$ cat src/pkg/cpc_cfg.svh
// Register offsets, field positions, reset values and counts of the camera capture port
`ifndef CPC_CFG_SVH
`define CPC_CFG_SVH
`define CPC_OFF_CTRL 8'h00
`define CPC_OFF_STAT 8'h04
`define CPC_OFF_RAW 8'h08
`define CPC_OFF_EN 8'h0c
`define CPC_OFF_MSK 8'h10
`define CPC_OFF_CLR 8'h14
`define CPC_OFF_CODE 8'h18
`define CPC_OFF_UNM 8'h1c
`define CPC_OFF_ORG 8'h20
`define CPC_OFF_EXT 8'h24
`define CPC_OFF_DATA 8'h28
`define CPC_CTRL_START 0
`define CPC_CTRL_SNAP 1
`define CPC_CTRL_CROP 2
`define CPC_CTRL_JPEG 3
`define CPC_CTRL_EMB 4
`define CPC_CTRL_PRISE 5
`define CPC_CTRL_VSHI 6
`define CPC_CTRL_HSHI 7
`define CPC_CTRL_DEC 8
`define CPC_CTRL_WID 10
`define CPC_CTRL_ENA 14
`define CPC_CTRL_MASK 32'h00004fff
`define CPC_EV_FRAME 0
`define CPC_EV_OVF 1
`define CPC_EV_ERR 2
`define CPC_EV_VSYNC 3
`define CPC_EV_LINE 4
`define CPC_EV_W 5
`define CPC_ORG_LINE 16
`define CPC_EXT_LINE 16
`define CPC_CNT_W 14
`define CPC_RESET_VAL 32'h00000000
`define CPC_RESP_OK 2'b00
`define CPC_RESP_ERR 2'b10
`endif

$ cat src/pkg/cpc_pkg.sv
// Types shared by the camera capture port
package cpc_pkg;
  typedef enum logic [1:0] {cpc_dec_all, cpc_dec_half, cpc_dec_quarter, cpc_dec_rsvd} cpc_dec_t;
  typedef enum logic [1:0] {cpc_w8, cpc_w10, cpc_w12, cpc_w14} cpc_width_t;
  typedef enum {cpc_idle, cpc_wait_frame, cpc_active} cpc_state_t;
endpackage

$ cat src/hw/cpc_capture.sv
// Parallel camera capture port with AXI4-Lite register access and DMA request
//
// Summary of operation
// - Continuous or single snapshot capture selectable
// - Boundaries from sync pins or embedded codes
// - Sample on rising or falling pixel clock
// - Vertical sync active level is configurable
// - Horizontal sync active level is configurable
// - Capture all, half or quarter frames
// - Pixel bus width 8, 10, 12, 14
// - Crop starts at programmable first line
// - Crop skips programmable pixel clocks per line
// - Crop captures programmable number of lines
// - Crop captures programmable pixel clocks per line
// - Four byte delimiter codes in embedded mode
// - Captured words in data register, moved by DMA
// - Snapshot waits frame start, one frame, stops
// - Continuous mode keeps transferring frames
// - JPEG disables crop and embedded sync
//
// The AXI4-Lite register port is this design's own decision.
`timescale 1ns/10ps
`include "cpc_cfg.svh"
module cpc_capture import cpc_pkg::*; #(
  parameter int DATA_W = 14
) (
  input wire logic aclk,
  input wire logic aresetn,
  input wire logic [7:0] s_axi_awaddr,
  input wire logic s_axi_awvalid,
  output logic s_axi_awready,
  input wire logic [31:0] s_axi_wdata,
  input wire logic [3:0] s_axi_wstrb,
  input wire logic s_axi_wvalid,
  output logic s_axi_wready,
  output logic [1:0] s_axi_bresp,
  output logic s_axi_bvalid,
  input wire logic s_axi_bready,
  input wire logic [7:0] s_axi_araddr,
  input wire logic s_axi_arvalid,
  output logic s_axi_arready,
  output logic [31:0] s_axi_rdata,
  output logic [1:0] s_axi_rresp,
  output logic s_axi_rvalid,
  input wire logic s_axi_rready,
  input wire logic cam_pclk,
  input wire logic cam_vsync,
  input wire logic cam_hsync,
  input wire logic [DATA_W-1:0] cam_data,
  output logic dma_req,
  input wire logic dma_ack
);

  // ***************************************************************
  // Helpers
  // ***************************************************************
  function automatic logic [31:0] merge(input logic [31:0] old, input logic [31:0] nw, input logic [3:0] strb);
    logic [31:0] r;
    r = old;
    for (int i = 0; i < 4; i++) begin
      if (strb[i]) begin
        r[i*8 +: 8] = nw[i*8 +: 8];
      end
    end
    return r;
  endfunction

  function automatic logic code_hit(input logic [7:0] b, input logic [7:0] code, input logic [7:0] unm);
    return ((b ^ code) & unm) == 8'h00;
  endfunction

  // ***************************************************************
  // Registers
  // ***************************************************************
  logic [31:0] ctrl_q, en_q, code_q, unm_q, org_q, ext_q, data_q;
  logic [`CPC_EV_W-1:0] raw_q, ev_set;
  logic data_vld_q;
  logic [7:0] aw_q;
  logic aw_full_q, w_full_q;
  logic [31:0] wd_q;
  logic [3:0] ws_q;
  logic wr_go, rd_go, pop, snap_done;
  logic [31:0] rd_val;
  logic rd_ok, wr_ok;

  assign wr_go = aw_full_q && w_full_q && !s_axi_bvalid;
  assign rd_go = s_axi_arvalid && s_axi_arready;

  // Address and data are taken in either order and held until both are in
  always_ff @(posedge aclk) begin
    if (!aresetn) begin
      aw_full_q <= 1'b0;
      w_full_q <= 1'b0;
      aw_q <= 8'h00;
      wd_q <= `CPC_RESET_VAL;
      ws_q <= 4'h0;
      s_axi_awready <= 1'b0;
      s_axi_wready <= 1'b0;
      s_axi_bvalid <= 1'b0;
      s_axi_bresp <= `CPC_RESP_OK;
    end else begin
      s_axi_awready <= !aw_full_q && !(s_axi_awvalid && s_axi_awready) && !wr_go;
      s_axi_wready <= !w_full_q && !(s_axi_wvalid && s_axi_wready) && !wr_go;
      if (s_axi_awvalid && s_axi_awready) begin
        aw_full_q <= 1'b1;
        aw_q <= s_axi_awaddr;
      end
      if (s_axi_wvalid && s_axi_wready) begin
        w_full_q <= 1'b1;
        wd_q <= s_axi_wdata;
        ws_q <= s_axi_wstrb;
      end
      if (wr_go) begin
        aw_full_q <= 1'b0;
        w_full_q <= 1'b0;
        s_axi_bvalid <= 1'b1;
        s_axi_bresp <= wr_ok ? `CPC_RESP_OK : `CPC_RESP_ERR;
      end else if (s_axi_bvalid && s_axi_bready) begin
        s_axi_bvalid <= 1'b0;
      end
    end
  end

  always_comb begin
    wr_ok = 1'b1;
    case (aw_q)
      `CPC_OFF_CTRL, `CPC_OFF_EN, `CPC_OFF_CLR, `CPC_OFF_CODE, `CPC_OFF_UNM, `CPC_OFF_ORG, `CPC_OFF_EXT: wr_ok = 1'b1;
      default: wr_ok = 1'b0;
    endcase
  end

  // Capture start is cleared by hardware after a snapshot; a write in the same cycle wins
  always_ff @(posedge aclk) begin
    if (!aresetn) begin
      ctrl_q <= `CPC_RESET_VAL;
    end else if (wr_go && aw_q == `CPC_OFF_CTRL) begin
      ctrl_q <= merge(ctrl_q, wd_q, ws_q) & `CPC_CTRL_MASK;
    end else if (snap_done) begin
      ctrl_q[`CPC_CTRL_START] <= 1'b0;
    end
  end

  always_ff @(posedge aclk) begin
    if (!aresetn) begin
      en_q <= `CPC_RESET_VAL;
      code_q <= `CPC_RESET_VAL;
      unm_q <= `CPC_RESET_VAL;
      org_q <= `CPC_RESET_VAL;
      ext_q <= `CPC_RESET_VAL;
    end else if (wr_go) begin
      if (aw_q == `CPC_OFF_EN) en_q <= merge(en_q, wd_q, ws_q) & 32'h0000001f;
      if (aw_q == `CPC_OFF_CODE) code_q <= merge(code_q, wd_q, ws_q);
      if (aw_q == `CPC_OFF_UNM) unm_q <= merge(unm_q, wd_q, ws_q);
      if (aw_q == `CPC_OFF_ORG) org_q <= merge(org_q, wd_q, ws_q) & 32'h1fff3fff;
      if (aw_q == `CPC_OFF_EXT) ext_q <= merge(ext_q, wd_q, ws_q) & 32'h3fff3fff;
    end
  end

  // Events stay set until cleared; a new event in the clearing cycle is kept
  always_ff @(posedge aclk) begin
    if (!aresetn) begin
      raw_q <= '0;
    end else if (wr_go && aw_q == `CPC_OFF_CLR && ws_q[0]) begin
      raw_q <= (raw_q & ~wd_q[`CPC_EV_W-1:0]) | ev_set;
    end else begin
      raw_q <= raw_q | ev_set;
    end
  end

  // ***************************************************************
  // Pin synchronisers and pixel strobe
  // ***************************************************************
  localparam int PIN_W = DATA_W + 3;
  logic [PIN_W-1:0] pin_s1_q, pin_s2_q;
  logic pclk_prev_q;
  always_ff @(posedge aclk) begin
    if (!aresetn) begin
      pin_s1_q <= '0;
      pin_s2_q <= '0;
      pclk_prev_q <= 1'b0;
    end else begin
      pin_s1_q <= {cam_pclk, cam_vsync, cam_hsync, cam_data};
      pin_s2_q <= pin_s1_q;
      pclk_prev_q <= pin_s2_q[PIN_W-1];
    end
  end

  logic pclk_s, vs_s, hs_s, pix_stb;
  logic [DATA_W-1:0] pix_s;
  assign pclk_s = pin_s2_q[PIN_W-1];
  assign vs_s = pin_s2_q[PIN_W-2];
  assign hs_s = pin_s2_q[PIN_W-3];
  assign pix_s = pin_s2_q[DATA_W-1:0];
  // Edge found on the synchronised clock; data lags the same two stages so stays aligned
  assign pix_stb = ctrl_q[`CPC_CTRL_PRISE] ? (pclk_s && !pclk_prev_q) : (!pclk_s && pclk_prev_q);

  // ***************************************************************
  // Frame and line boundaries
  // ***************************************************************
  logic jpeg, emb, crop, ena;
  assign jpeg = ctrl_q[`CPC_CTRL_JPEG];
  assign emb = ctrl_q[`CPC_CTRL_EMB] && !jpeg;
  assign crop = ctrl_q[`CPC_CTRL_CROP] && !jpeg;
  assign ena = ctrl_q[`CPC_CTRL_ENA];

  logic h_fs, h_ls, h_le, h_fe, is_code;
  logic emb_fv_q, emb_lv_q, fv_prev_q, lv_prev_q, fv, lv;
  logic fs, fe, ls, le;
  always_comb begin
    h_fs = emb && code_hit(pix_s[7:0], code_q[7:0], unm_q[7:0]);
    h_ls = emb && code_hit(pix_s[7:0], code_q[15:8], unm_q[15:8]);
    h_le = emb && code_hit(pix_s[7:0], code_q[23:16], unm_q[23:16]);
    h_fe = emb && code_hit(pix_s[7:0], code_q[31:24], unm_q[31:24]);
    is_code = h_fs || h_ls || h_le || h_fe;
    if (emb) begin
      fv = h_fs ? 1'b1 : (h_fe ? 1'b0 : emb_fv_q);
      lv = h_ls ? 1'b1 : ((h_le || h_fe) ? 1'b0 : emb_lv_q);
    end else begin
      fv = (vs_s == ctrl_q[`CPC_CTRL_VSHI]);
      lv = fv && (hs_s == ctrl_q[`CPC_CTRL_HSHI]);
    end
  end
  assign fs = pix_stb && fv && !fv_prev_q;
  assign fe = pix_stb && !fv && fv_prev_q;
  assign ls = pix_stb && lv && !lv_prev_q;
  assign le = pix_stb && !lv && lv_prev_q;

  always_ff @(posedge aclk) begin
    if (!aresetn || !ena) begin
      emb_fv_q <= 1'b0;
      emb_lv_q <= 1'b0;
      fv_prev_q <= 1'b0;
      lv_prev_q <= 1'b0;
    end else if (pix_stb) begin
      emb_fv_q <= fv;
      emb_lv_q <= lv;
      fv_prev_q <= fv;
      lv_prev_q <= lv;
    end
  end

  // ***************************************************************
  // Counters, decimation and crop window
  // ***************************************************************
  logic [`CPC_CNT_W-1:0] line_q, pixc_q, pidx;
  logic [1:0] fcnt_q;
  logic sel;
  assign pidx = (ls && !is_code) ? '0 : pixc_q;
  always_ff @(posedge aclk) begin
    if (!aresetn) begin
      line_q <= '0;
      pixc_q <= '0;
      fcnt_q <= 2'b00;
    end else if (pix_stb) begin
      if (fs) fcnt_q <= fcnt_q + 2'b01;
      if (fs) line_q <= '0;
      else if (le && line_q != '1) line_q <= line_q + 1'b1;
      if (is_code) pixc_q <= '0;
      else if (pidx != '1) pixc_q <= pidx + 1'b1;
    end
  end

  always_comb begin
    case (cpc_dec_t'(ctrl_q[`CPC_CTRL_DEC +: 2]))
      cpc_dec_all: sel = 1'b1;
      cpc_dec_half: sel = (fcnt_q[0] == 1'b0);
      cpc_dec_quarter: sel = (fcnt_q == 2'b00);
      default: sel = 1'b1;
    endcase
  end

  logic [`CPC_CNT_W-1:0] first_line, line_off, line_tot, pix_tot;
  logic in_win;
  assign first_line = {1'b0, org_q[`CPC_ORG_LINE +: 13]};
  assign line_off = org_q[`CPC_CNT_W-1:0];
  assign line_tot = ext_q[`CPC_EXT_LINE +: `CPC_CNT_W];
  assign pix_tot = ext_q[`CPC_CNT_W-1:0];
  assign in_win = !crop || ((line_q >= first_line) && (line_q - first_line <= line_tot) &&
                            (pidx >= line_off) && (pidx - line_off <= pix_tot));

  // ***************************************************************
  // Capture sequencing
  // ***************************************************************
  cpc_state_t st_q;
  logic cur_sel_q, take;
  // Only a selected frame uses up the snapshot, so start stays set across skipped frames
  assign snap_done = (st_q == cpc_active) && fe && ctrl_q[`CPC_CTRL_SNAP] && cur_sel_q;
  always_ff @(posedge aclk) begin
    if (!aresetn) begin
      st_q <= cpc_idle;
      cur_sel_q <= 1'b0;
    end else begin
      case (st_q)
        cpc_idle: begin
          if (ena && ctrl_q[`CPC_CTRL_START]) st_q <= cpc_wait_frame;
        end
        cpc_wait_frame: begin
          if (!ena || !ctrl_q[`CPC_CTRL_START]) st_q <= cpc_idle;
          else if (fs) begin
            st_q <= cpc_active;
            cur_sel_q <= sel;
          end
        end
        cpc_active: begin
          if (!ena) st_q <= cpc_idle;
          else if (fe) begin
            // A skipped frame does not use up the snapshot
            if (ctrl_q[`CPC_CTRL_SNAP] && cur_sel_q) st_q <= cpc_idle;
            else st_q <= ctrl_q[`CPC_CTRL_START] ? cpc_wait_frame : cpc_idle;
          end
        end
        default: st_q <= cpc_idle;
      endcase
    end
  end
  assign take = (st_q == cpc_active) && cur_sel_q && pix_stb && lv && !is_code && in_win;

  // ***************************************************************
  // Word packing and data register
  // ***************************************************************
  logic [DATA_W-1:0] pix_m;
  logic [31:0] pack_q;
  logic [1:0] idx_q;
  logic last, flush, push;
  logic [31:0] word;
  always_comb begin
    case (cpc_width_t'(ctrl_q[`CPC_CTRL_WID +: 2]))
      cpc_w8: pix_m = pix_s & DATA_W'(16'h00ff);
      cpc_w10: pix_m = pix_s & DATA_W'(16'h03ff);
      cpc_w12: pix_m = pix_s & DATA_W'(16'h0fff);
      default: pix_m = pix_s & DATA_W'(16'h3fff);
    endcase
    word = pack_q;
    if (ctrl_q[`CPC_CTRL_WID +: 2] == 2'b00) word[idx_q*8 +: 8] = pix_m[7:0];
    else word[idx_q[0]*16 +: 16] = 16'(pix_m);
  end
  assign last = (ctrl_q[`CPC_CTRL_WID +: 2] == 2'b00) ? (idx_q == 2'b11) : idx_q[0];
  assign flush = (st_q == cpc_active) && fe && idx_q != 2'b00;
  assign push = (take && last) || flush;
  assign pop = dma_ack || (rd_go && s_axi_araddr == `CPC_OFF_DATA);

  always_ff @(posedge aclk) begin
    if (!aresetn) begin
      pack_q <= '0;
      idx_q <= 2'b00;
    end else if (flush || !ena) begin
      pack_q <= '0;
      idx_q <= 2'b00;
    end else if (take) begin
      pack_q <= last ? '0 : word;
      idx_q <= last ? 2'b00 : idx_q + 2'b01;
    end
  end

  // A word that finds the register still full is lost and flagged
  always_ff @(posedge aclk) begin
    if (!aresetn) begin
      data_q <= '0;
      data_vld_q <= 1'b0;
      dma_req <= 1'b0;
    end else begin
      if (push && (!data_vld_q || pop)) begin
        data_q <= flush ? pack_q : word;
        data_vld_q <= 1'b1;
      end else if (pop) begin
        data_vld_q <= 1'b0;
      end
      dma_req <= (push && (!data_vld_q || pop)) || (data_vld_q && !pop);
    end
  end

  always_comb begin
    ev_set = '0;
    ev_set[`CPC_EV_FRAME] = (st_q == cpc_active) && fe && cur_sel_q;
    ev_set[`CPC_EV_OVF] = push && data_vld_q && !pop;
    ev_set[`CPC_EV_ERR] = emb && pix_stb && ((h_ls && !fv) || (h_fs && emb_fv_q));
    ev_set[`CPC_EV_VSYNC] = fs;
    ev_set[`CPC_EV_LINE] = le;
  end

  // ***************************************************************
  // Read channel
  // ***************************************************************
  always_comb begin
    rd_ok = 1'b1;
    case (s_axi_araddr)
      `CPC_OFF_CTRL: rd_val = ctrl_q;
      `CPC_OFF_STAT: rd_val = {29'h0, data_vld_q, emb_fv_q | fv_prev_q, lv_prev_q};
      `CPC_OFF_RAW: rd_val = 32'(raw_q);
      `CPC_OFF_EN: rd_val = en_q;
      `CPC_OFF_MSK: rd_val = 32'(raw_q) & en_q;
      `CPC_OFF_CLR: rd_val = '0;
      `CPC_OFF_CODE: rd_val = code_q;
      `CPC_OFF_UNM: rd_val = unm_q;
      `CPC_OFF_ORG: rd_val = org_q;
      `CPC_OFF_EXT: rd_val = ext_q;
      `CPC_OFF_DATA: rd_val = data_q;
      default: begin
        rd_val = '0;
        rd_ok = 1'b0;
      end
    endcase
  end

  always_ff @(posedge aclk) begin
    if (!aresetn) begin
      s_axi_arready <= 1'b0;
      s_axi_rvalid <= 1'b0;
      s_axi_rdata <= '0;
      s_axi_rresp <= `CPC_RESP_OK;
    end else begin
      s_axi_arready <= !s_axi_rvalid && !rd_go;
      if (rd_go) begin
        s_axi_rvalid <= 1'b1;
        s_axi_rdata <= rd_val;
        s_axi_rresp <= rd_ok ? `CPC_RESP_OK : `CPC_RESP_ERR;
      end else if (s_axi_rvalid && s_axi_rready) begin
        s_axi_rvalid <= 1'b0;
      end
    end
  end

endmodule // cpc_capture

$ cat config.mk
export PLATFORM = sky130hd
export DESIGN_NAME = cpc_capture
export DESIGN_NICKNAME = d
export VERILOG_FILES = /design/src/pkg/cpc_pkg.sv /design/src/hw/cpc_capture.sv
export VERILOG_INCLUDE_DIRS = /design/src /design/src/pkg
export SDC_FILE = /design/constraint.sdc
export NUM_CORES = 1
export LEC_CHECK = 0
export BUFFER_PORTS_ARGS = -buffer_cell sky130_fd_sc_hd__buf_4
export CAP_MARGIN = 20
export CORE_AREA = 3 3 217 219
export CTS_CLUSTER_SIZE = 24
export DETAILED_ROUTE_END_ITERATION = 10
export DIE_AREA = 0 0 220 222
export GPL_ROUTABILITY_DRIVEN = 0
export PLACE_DENSITY_LB_ADDON = 0.08
export SKIP_CTS_REPAIR_TIMING = 1
export SLEW_MARGIN = 10
export SYNTH_ARGS = -nofsm -noshare
export SYNTH_HDL_FRONTEND = slang
export SYNTH_SLANG_ARGS = --single-unit
export TNS_END_PERCENT = 10
$ cat constraint.sdc
create_clock -name aclk -period 6.8 [get_ports aclk]
set_clock_uncertainty 0.2 [all_clocks]
set_input_delay 0.34 -clock aclk [delete_from_list [all_inputs] [get_ports aclk]]
set_output_delay 0.34 -clock aclk [all_outputs]
set_load 0.1 [all_outputs]
==> results.toml, run 1 <==
[worst_setup_path]
cp.required_ns = 7.11
endpoint_kind = "flop"
worstSetupPathType = "reg -> reg"
r2r_end = "pack_q[5]"
r2r_slack_ns = 0.46
slowest_delay_ns = 0.52
crit_buf_inv = 1
reg2regPathDepth = 22
rr_startpoint = "ctrl_q[4]"
slowest_stage = "or4_1"
crit_top_cell = "a21o_1"
cp.depth = 22
crit_chain = "nor2b_1, nor3_1, nand2_1, buf_4, and2_1, ha_1, a21o_1, a21o_1, a221oi_1, o21ai_0, a21o_1, a21oi_1, xnor2_1, ha_1, nand4_1, or4_1, a311oi_1, o211ai_1, a211oi_2, and4_4, and3_1, a22o_1"
cp_top_family = "compound AO/OA/AOI/OAI gates"
crit_end = "pack_q[5]"
worst-path-max-fanout = 11
cp_data_arrival_time_ns = 6.65
cp-start-kind = "flop"
cp-startpoint = "ctrl_q[4]"

[synth]
synth-async-reset-ratio_pct = 0
yosysWarningCount = 0
synth_cells = 2094
yosysSeqAreaShare_pct = 40.45
ys_dominant_reg_cell = "dfxtp_1"
post-synth-top-area-fraction_pct = 40.45
synth-edff-count = 0
yosysTopAreaCell = "dfxtp_1"
netlist_top_cells_area = "dfxtp_1 40%, mux2i_1 10%, nand2_1 5.4%, nor2_1 5.2%, ha_1 4.6%"
syn_area_per_cell_um2 = 8.626
ys_ff_latch = 365
netlist_area_um2 = 18060
synth_cell_types = 76

[layout]
syn2layout_area_growth_pct = 19.49
drive_above_1_share_pct = 11.13
final_nets = 2386
fin_area_um2 = 21580

[drt]
dr.pass1.iters = 8
postRouteWirelength_um = 60430
drc = 0
wire_per_inst_um = 21.03
vias_per_cell = 5.548
drt_iter0_markers = 1306
ant_nets = 0
vias = 15950

[global_routing]
grt_pass1_vias = 14830
grt_overflow = 0
grt_max_degree = 85
grt_use_total_pct = 23.94
grt_pass1_wl_um = 90780
antenna_found_initial = 1

[sta]
setup_viol = 0
slew_headroom_pct = 23.49
hold_viol = 0
worst_pin_slew_ns = 1.145
fin_crit_sh_pct = 93.24
tns_ns = 0
max_clock_freq_mhz = 157.7
slew_violations = 0
fin_crit_ns = 6.341
worst_slack_ns = 0.4594
holdWs_ns = 0.03158
rsz0062_at_grt = "false"

[power]
ir_drop_mv = 0.1817
switching_share_pct = 23.71
powerDensity_nw_per_um2 = 221.0
power_leakage_nw = 8.726
p_sw_mw = 1.131
p_int_mw = 3.639
power_frac_comb_pct = 4.9
seqPwrFrac_pct = 46.2
clockPowerShare_pct = 49.0

[min_path]
min_path_type = "in -> reg"

[clock_network]
htree_levels = 2
clk_pin_slew_ns = 0.06
worstSkewPairLatency_ns = 0.57
clock_path_buffers = 3
cts_buffers = 43
root_buffer = "clkbuf_16"
cts_tree = "built"
cts_sinks = 365

[place]
dpl_cell_area_um2 = 19460
io_buffers = 116
dp_hpwl_um = 43430
dp_slack_ns = 0.5155

[floorplanning]
rows = 78
core_um2 = 45280
die_x_um = 220
dieArea_um2 = 48840
boundaryPins = 119
initial_core_util_pct = 39.89
fp.dieH_um = 222

[outcome]
status = "completed"

[flow_run]
cap_violations = 0
-- worst min-delay path by stage --
stage / from / cells past startpoint / end / slack, ns
detailed placement: pin_s1_q[13] / 1 / pin_s2_q[13] / 0.22
floorplan: pin_s1_q[0] / 1 / pin_s2_q[0] / 0.21
global placement: pin_s1_q[8] / 1 / pin_s2_q[8] / 0.22
CTS: cam_data[11] / 2 / pin_s1_q[11] / -0.26
global route: dma_ack / 3 / data_vld_q / 0.06
finish: dma_ack / 3 / data_vld_q / 0.03
-- placed cells by master (no fill, tap or decap), types with 21 or more instances in the layout --
| master | synthesis | routed |
|---|---|---|
| nand2_1 | 261 | 261 |
| nor2_1 | 248 | 243 |
| xor2_1 | 41 | 41 |
| buf_4 | 6 | 145 |
| inv_1 | 88 | 88 |
| dfxtp_1 | 365 | 365 |
| o21ai_0 | 52 | 51 |
| a22oi_1 | 56 | 56 |
| a21o_1 | 40 | 40 |
| dlygate4sd3_1 | 0 | 65 |
| mux2i_1 | 183 | 183 |
| nand3_1 | 49 | 49 |
| a222oi_1 | 27 | 27 |
| a22o_1 | 26 | 26 |
| a21oi_1 | 133 | 131 |
| and2_1 | 57 | 57 |
| clkbuf_16 | 0 | 43 |
| ha_1 | 66 | 66 |
| nor3_1 | 21 | 21 |
-- cells in the mapped netlist, drive strengths merged, types with 8 or more instances --
cell type  number
a21oi         137
nand3          52
a21o           40
a22oi          56
nor4            8
mux2i         183
and4            8
o21ai          53
o211ai         18
nor3           21
nand2         261
a211oi         12
nand2b         11
a32o           16
nand4          18
dfxtp         365
a222oi         27
and3           12
and2           58
nor2b          16
ha             66
inv            88
clkbuf         92
a22o           26
xnor2          20
xor2           41
nor2          252
buf            20
a221oi         16
o21a           14
-- through the flow --
stage | utilization [%] | std cells | total power, mW
finish | 47.66 | 2874 | 4.770
global route | 47.65 | 2873 | 4.922
CTS | 46.12 | 2805 | 4.781
detailed placement | 42.98 | 2728 | 2.448
global placement | 42.96 | 2727 | 2.446
floorplan | - | 2095 | 2.353
-- flip-flops by register name (all words and copies together) (netlist names), 17 cells and up --
signal and count:
code_q 32, data_q 32, ext_q 28, org_q 27, pack_q 32, pin_s1_q 17
pin_s2_q 17, s_axi_rdata 32, unm_q 32, wd_q 32
-- power by group through the flow --
stage / combinational, mW / clock (mW) / sequential (mW)
2_1_floorplan: 0.108 / 0 / 2.24
3_3_place_gp: 0.198 / 0 / 2.25
3_5_place_dp: 0.200 / 0 / 2.25
4_1_cts: 0.200 / 2.38 / 2.20
5_1_grt: 0.252 / 2.47 / 2.20
6_report: 0.233 / 2.34 / 2.20
-- kinds of logic after synthesis --
group,count (synthesis),synth area share (%)
flops,365,40.45
compound gates,467,18.23
mux,188,10.45
buf+inv,201,4.551
fa+ha+maj,68,4.794
simple gates,743,18.54
other cells,1,0.02076
xor+xnor,61,2.958
-- worst min-delay path, stage by stage --
cell and delay, ns:
buf_4 0.10, nand3b_1 0.20, a31oi_1 0.10
-- routing by layer --
layer / up-vias / share of wire, % / GRT usage [%]
li1: 7719 / - / -
met5: - / 0 / 0
met2: 474 / 43 / 36.05
met3: 87 / 5.5 / 2.946
met4: 0 / 2.7 / 7.125
met1: 7665 / 49 / 35.67
-- layout make-up --
type | instances | area, um2
Antenna cell | 1 | 2.502
Clock buffer | 61 | 1234
Clock inverter | 16 | 187.7
Fill cell | 4423 | 23700
Inverter | 89 | 339.1
Multi-Input combinational cell | 1530 | 9987
Sequential cell | 365 | 7307
Tap cell | 600 | 750.7
Timing Repair Buffer | 212 | 1774
(Power assumes the default switching activity.)
==> run 2: changes to the inputs <==
--- a/config.mk
+++ b/config.mk
@@ -8,10 +8,10 @@
 export LEC_CHECK = 0
 export BUFFER_PORTS_ARGS = -buffer_cell sky130_fd_sc_hd__buf_4
 export CAP_MARGIN = 20
-export CORE_AREA = 3 3 217 219
+export CORE_AREA = 3 3 203 205
 export CTS_CLUSTER_SIZE = 24
 export DETAILED_ROUTE_END_ITERATION = 10
-export DIE_AREA = 0 0 220 222
+export DIE_AREA = 0 0 206 208
 export GPL_ROUTABILITY_DRIVEN = 0
 export PLACE_DENSITY_LB_ADDON = 0.08
 export SKIP_CTS_REPAIR_TIMING = 1
==> run 2 against run 1 <==
Net effect:
- final area is 1.2% lower
- clock-buffer cell count is 5 lower
- clock power is 7% lower
- total power is 3.4% lower
==> results.toml, run 2 (synthesis gave the netlist of run 1 again) <==
[sta]
hold_viol = 0
worst_pin_slew_ns = 1.102
fin_crit_sh_pct = 92.59
max_clock_freq_mhz = 158.8
worst_slack_ns = 0.5038
fin_crit_ns = 6.296
tns_ns = 0
slew_headroom_pct = 26.28
holdWs_ns = 0.006407
slew_violations = 0
rsz0062_at_grt = "false"
setup_viol = 0

[drt]
ant_nets = 0
vias = 15920
postRouteWirelength_um = 58380
drc = 0
vias_per_cell = 5.715
drt_iter0_markers = 1609
wire_per_inst_um = 20.96
dr.pass1.iters = 8

[floorplanning]
dieArea_um2 = 42850
rows = 73
initial_core_util_pct = 45.57
die_x_um = 206
core_um2 = 39640
boundaryPins = 119
fp.dieH_um = 208

[global_routing]
grt_pass1_wl_um = 87170
grt_overflow = 0
antenna_found_initial = 1
grt_pass1_vias = 14640
grt_use_total_pct = 26.06
grt_max_degree = 80

[layout]
nFillCells = 3725
drive_above_1_share_pct = 10.80
final_common_cell = "dfxtp_1"
diodes = 0
multi_input_area_um2 = 10000
final_nets = 2380
final_util_pct = 53.77
final_cells = 2785
syn2layout_area_growth_pct = 18.00
mostFrequentLayoutCells = "365 x dfxtp_1, 260 x nand2_1, 243 x nor2_1, 183 x mux2i_1, 143 x buf_4"
ff_latch_area_um2 = 7307
fin_area_um2 = 21310

[flow_run]
cap_violations = 0

[worst_setup_path]
worst-path-max-fanout = 13
crit_top_cell = "a21o_1"
crit_buf_inv = 0
slowest_delay_ns = 0.51
cp-startpoint = "ctrl_q[4]"
cp-start-kind = "flop"
worstSetupPathType = "reg -> reg"
cp_top_family = "compound AO/OA/AOI/OAI gates"
crit_chain = "nor2b_1, nor3_2, nand2_2, and2_1, ha_1, a21o_1, a21o_1, a221oi_1, o21ai_0, a21o_1, a21oi_1, xnor2_1, ha_1, nand4_1, or4_1, a311oi_1, o211ai_1, a211oi_2, and4_4, and3_1, a22o_1"
slowest_stage = "or4_1"
cp_data_arrival_time_ns = 6.59
endpoint_kind = "flop"
cp.required_ns = 7.10
rr_startpoint = "ctrl_q[4]"

[outcome]
status = "completed"

[power]
finalPower_mw = 4.608
power_leakage_nw = 8.654
powerDensity_nw_per_um2 = 216.2
ir_drop_mv = 0.1579

[clock_network]
worstSkewPairLatency_ns = 0.56
htree_levels = 2
cts_tree = "built"
clk_pin_slew_ns = 0.06
clock_path_buffers = 3
cts_buffers = 42
cts_sinks = 365
root_buffer = "clkbuf_16"

[min_path]
min_path_type = "in -> reg"
min-delay-start = "s_axi_arvalid"

[place]
dpl.cell_count = 2650
io_buffers = 116
dpl_cell_area_um2 = 19350
dp_hpwl_um = 41820
dp_slack_ns = 0.3338
[run 2: changes by cell type in the layout (fill, tap and decap cells not counted), moves of 2 or more]
cell and change:
buf_4 -2, clkbuf_8 -4, clkinv_2 +2, clkinv_8 -2, clkinvlp_4 -4, inv_6 +2
[run 2: final cells by class]
cell class,count,share of cell area (%)
inverter,89,1.591
tap,525,3.082
clock buffer,56,5.512
multi-input combinational,1530,46.92
clock inverter,13,0.5753
sequential,365,34.28
timing repair buffer,207,8.042
[run 2: power by group]
group	internal, mW	leakage, nW	total, mW	switching (mW)
sequential	2.17	2.95	2.21	0.0409
clock	1.28	0.648	2.18	0.897
combinational	0.0917	5.05	0.224	0.133
[run 2: worst paths after layout]
kind	end	slack (ns)	depth (start not counted)
worst max-delay path	pack_q[23]	0.50	21
worst min-delay path	s_axi_rresp[1]	0.006	4
worst max register to register	pack_q[23]	0.50	21
worst min register to register	pin_s2_q[8]	0.23	1
[run 2: metal layers]
metal  global-route usage (%)  share of wire, %  up-vias
met5                        0             0.022        -
met1                    37.45                46     7597
met4                    8.872               3.7        2
li1                         -                 -     7684
met3                    5.789               7.0      114
met2                    38.58                43      518
[run 2: tightest hold or removal path: cells and delay by family]
kind | cells | cell delay (ns)
AND/OR/NAND/NOR | 2 | 0.17
buffers and inverters | 1 | 0.14
AO/OA/AOI/OAI | 1 | 0.07
==> run 3: changes to the inputs <==
--- a/config.mk
+++ b/config.mk
@@ -6,12 +6,13 @@
 export SDC_FILE = /design/constraint.sdc
 export NUM_CORES = 1
 export LEC_CHECK = 0
+export ABC_AREA = 1
 export BUFFER_PORTS_ARGS = -buffer_cell sky130_fd_sc_hd__buf_4
 export CAP_MARGIN = 20
-export CORE_AREA = 3 3 203 205
+export CORE_AREA = 3 3 205 207
 export CTS_CLUSTER_SIZE = 24
 export DETAILED_ROUTE_END_ITERATION = 10
-export DIE_AREA = 0 0 206 208
+export DIE_AREA = 0 0 208 210
 export GPL_ROUTABILITY_DRIVEN = 0
 export PLACE_DENSITY_LB_ADDON = 0.08
 export SKIP_CTS_REPAIR_TIMING = 1
==> run 3 against run 2 <==
Net effect:
- clock-buffer cell count is 3 higher
- critical endpoint is now pack_q[12]
- synthesized area increased by 2.0%
- sequential cell count is the same
==> results.toml, run 3 <==
[outcome]
status = "completed"

[sta]
worst_pin_slew_ns = 1.065
tns_ns = 0
slew_headroom_pct = 28.81
fin_crit_sh_pct = 90.26
hold_viol = 0
max_clock_freq_mhz = 162.9
worst_slack_ns = 0.6623
slew_violations = 0
holdWs_ns = 0.007924
setup_viol = 0
fin_crit_ns = 6.138
rsz0062_at_grt = "false"

[power]
seqPwrFrac_pct = 44.2
switching_share_pct = 24.37
powerDensity_nw_per_um2 = 228.4
p_int_mw = 3.754
clockPowerShare_pct = 48.2
ir_drop_mv = 0.1674
p_sw_mw = 1.210
power_leakage_nw = 8.964
power_frac_comb_pct = 7.6

[place]
dp_hpwl_um = 44620
io_buffers = 116
dp_slack_ns = 0.4830
dpl_cell_area_um2 = 19590

[synth]
yosysTopAreaCell = "dfxtp_1"
ys_dominant_reg_cell = "dfxtp_1"
synth-async-reset-ratio_pct = 0
syn_area_per_cell_um2 = 7.070
synth-edff-count = 0
yosysWarningCount = 0
synth_common_cells = "383 x nand2_1, 365 x dfxtp_1, 339 x inv_1"
ys_ff_latch = 365
yosysMostFrequentCell = "nand2_1"
post-synth-top-area-fraction_pct = 39.64
synth_cell_types = 54
synth_cells = 2607
yosysSeqAreaShare_pct = 39.64
netlist_area_um2 = 18430
netlist_top_cells_area = "dfxtp_1 40%, a21oi_1 8.1%, nand2_1 7.8%, inv_1 6.9%, o21ai_0 6.3%"

[worst_setup_path]
reg2regPathDepth = 41
cp_data_arrival_time_ns = 6.38
slowest_stage = "dfxtp_1"
r2r_slack_ns = 0.66
crit_top_cell = "nand2_1"
slowest_delay_ns = 0.56
endpoint_kind = "flop"
worstSetupPathType = "reg -> reg"
r2r_end = "pack_q[12]"
cp-start-kind = "flop"
worst-path-max-fanout = 18
cp.required_ns = 7.04
rr_startpoint = "pin_s2_q[4]"

[global_routing]
grt_overflow = 0
grt_use_total_pct = 27.30
grt_max_degree = 91
antenna_found_initial = 0
grt_pass1_wl_um = 95060
grt_pass1_vias = 17010

[layout]
mostFrequentLayoutCells = "381 x nand2_1, 363 x dfxtp_1, 338 x inv_1, 305 x nor2_1, 298 x a21oi_1"
final_common_cell = "nand2_1"
syn2layout_area_growth_pct = 17.93
multi_input_area_um2 = 9253
drive_above_1_share_pct = 9.084
final_nets = 2874
final_util_pct = 53.60
diodes = 0
fin_area_um2 = 21740
nFillCells = 3951
ff_latch_area_um2 = 7310

[floorplanning]
core_um2 = 40550
fp.dieH_um = 210
boundaryPins = 119
die_x_um = 208
dieArea_um2 = 43680
initial_core_util_pct = 45.45
rows = 74

[clock_network]
cts_buffers = 42
root_buffer = "clkbuf_16"
htree_levels = 2
clock_path_buffers = 3
cts_sinks = 365
worstSkewPairLatency_ns = 0.59
cts_tree = "built"
clk_pin_slew_ns = 0.06

[min_path]
min-delay-start = "aresetn"
min_path_type = "in -> reg"
holdPathEnd = "data_q[21]"
holdPathStages = 3

[drt]
dr.pass1.iters = 6
drt_iter0_markers = 1700
wire_per_inst_um = 18.82
vias_per_cell = 5.577
postRouteWirelength_um = 62010
ant_nets = 0
vias = 18380
drc = 0

[flow_run]
cap_violations = 0
[run 3: changes by cell type after synthesis, sizes merged, moves of 60 or more]
cell,previous run,this run
mux2i,183,0
a211oi,12,90
a21oi,137,298
nand3,52,149
nand2,261,388
nor2,252,312
o21ai,53,234
inv,88,348
[run 3: worst max path at each step]
stage | startpoint | end | slack, ns | cells past startpoint
finish | pin_s2_q[4] | pack_q[12] | 0.66 | 41
floorplan | pin_s2_q[6] | data_q[11] | 1.68 | 45
global route | pin_s2_q[1] | pack_q[12] | 0.005 | 42
CTS | pin_s2_q[4] | pack_q[8] | 0.44 | 41
detailed placement | pin_s2_q[6] | pack_q[12] | 0.48 | 41
global placement | pin_s2_q[6] | pack_q[8] | 0.67 | 41
[run 3: cell type report]
| cell class | count | area share (%) |
|---|---|---|
| Multi-Input combinational cell | 1765 | 42.57 |
| Sequential cell | 365 | 33.63 |
| Timing Repair Buffer | 204 | 7.846 |
| Inverter | 351 | 6.079 |
| Clock buffer | 59 | 5.733 |
| Tap cell | 532 | 3.062 |
| Clock inverter | 19 | 1.082 |
[run 3: layer usage]
metal | part of all wire (%) | vias to the layer above | wire (um) | track usage (%)
met2 | 45 | 684 | 27950 | 43.53
li1 | - | 8997 | - | -
met4 | 4.1 | 0 | 2568 | 10.93
met3 | 7.2 | 150 | 4449 | 5.819
met5 | 0 | - | 0 | 0
met1 | 44 | 8546 | 27040 | 36.40
[run 3: critical path, delay by kind of cell, from the launching register on]
kind                       cells  cell delay (ns)
xor gates and xnor gates       1             0.14
DFF                            1             0.56
adders and majority gates      2             0.61
and+or+nand+nor               28             2.56
AOI/OAI and AO/OA              6             0.98
buffers and inverters          4             0.91
[run 3: per-stage QoR]
step	cells	power, mW
3_5_place_dp	3151	2.590
2_1_floorplan	2608	2.471
4_1_cts	3229	4.976
5_1_grt	3295	5.143
6_report	3295	4.964
3_3_place_gp	3151	2.583
[run 3: logic make-up (layout without fill, tap and decap cells)]
family,after synthesis,after routing,share of synthesized area [%]
flops,365,365,39.64
buf+inv,478,633,10.28
other cells,1,2,0.02035
xor+xnor,29,29,1.378
fa+ha+maj,68,68,4.698
simple gates,920,920,20.91
compound gates,746,746,23.07
[run 3: power groups by stage]
stage | sequential [mW] | combinational (mW) | clock [mW]
2_1_floorplan | 2.25 | 0.217 | 0
4_1_cts | 2.20 | 0.349 | 2.43
5_1_grt | 2.20 | 0.424 | 2.52
6_report | 2.20 | 0.378 | 2.39
3_3_place_gp | 2.24 | 0.342 | 0
3_5_place_dp | 2.24 | 0.347 | 0
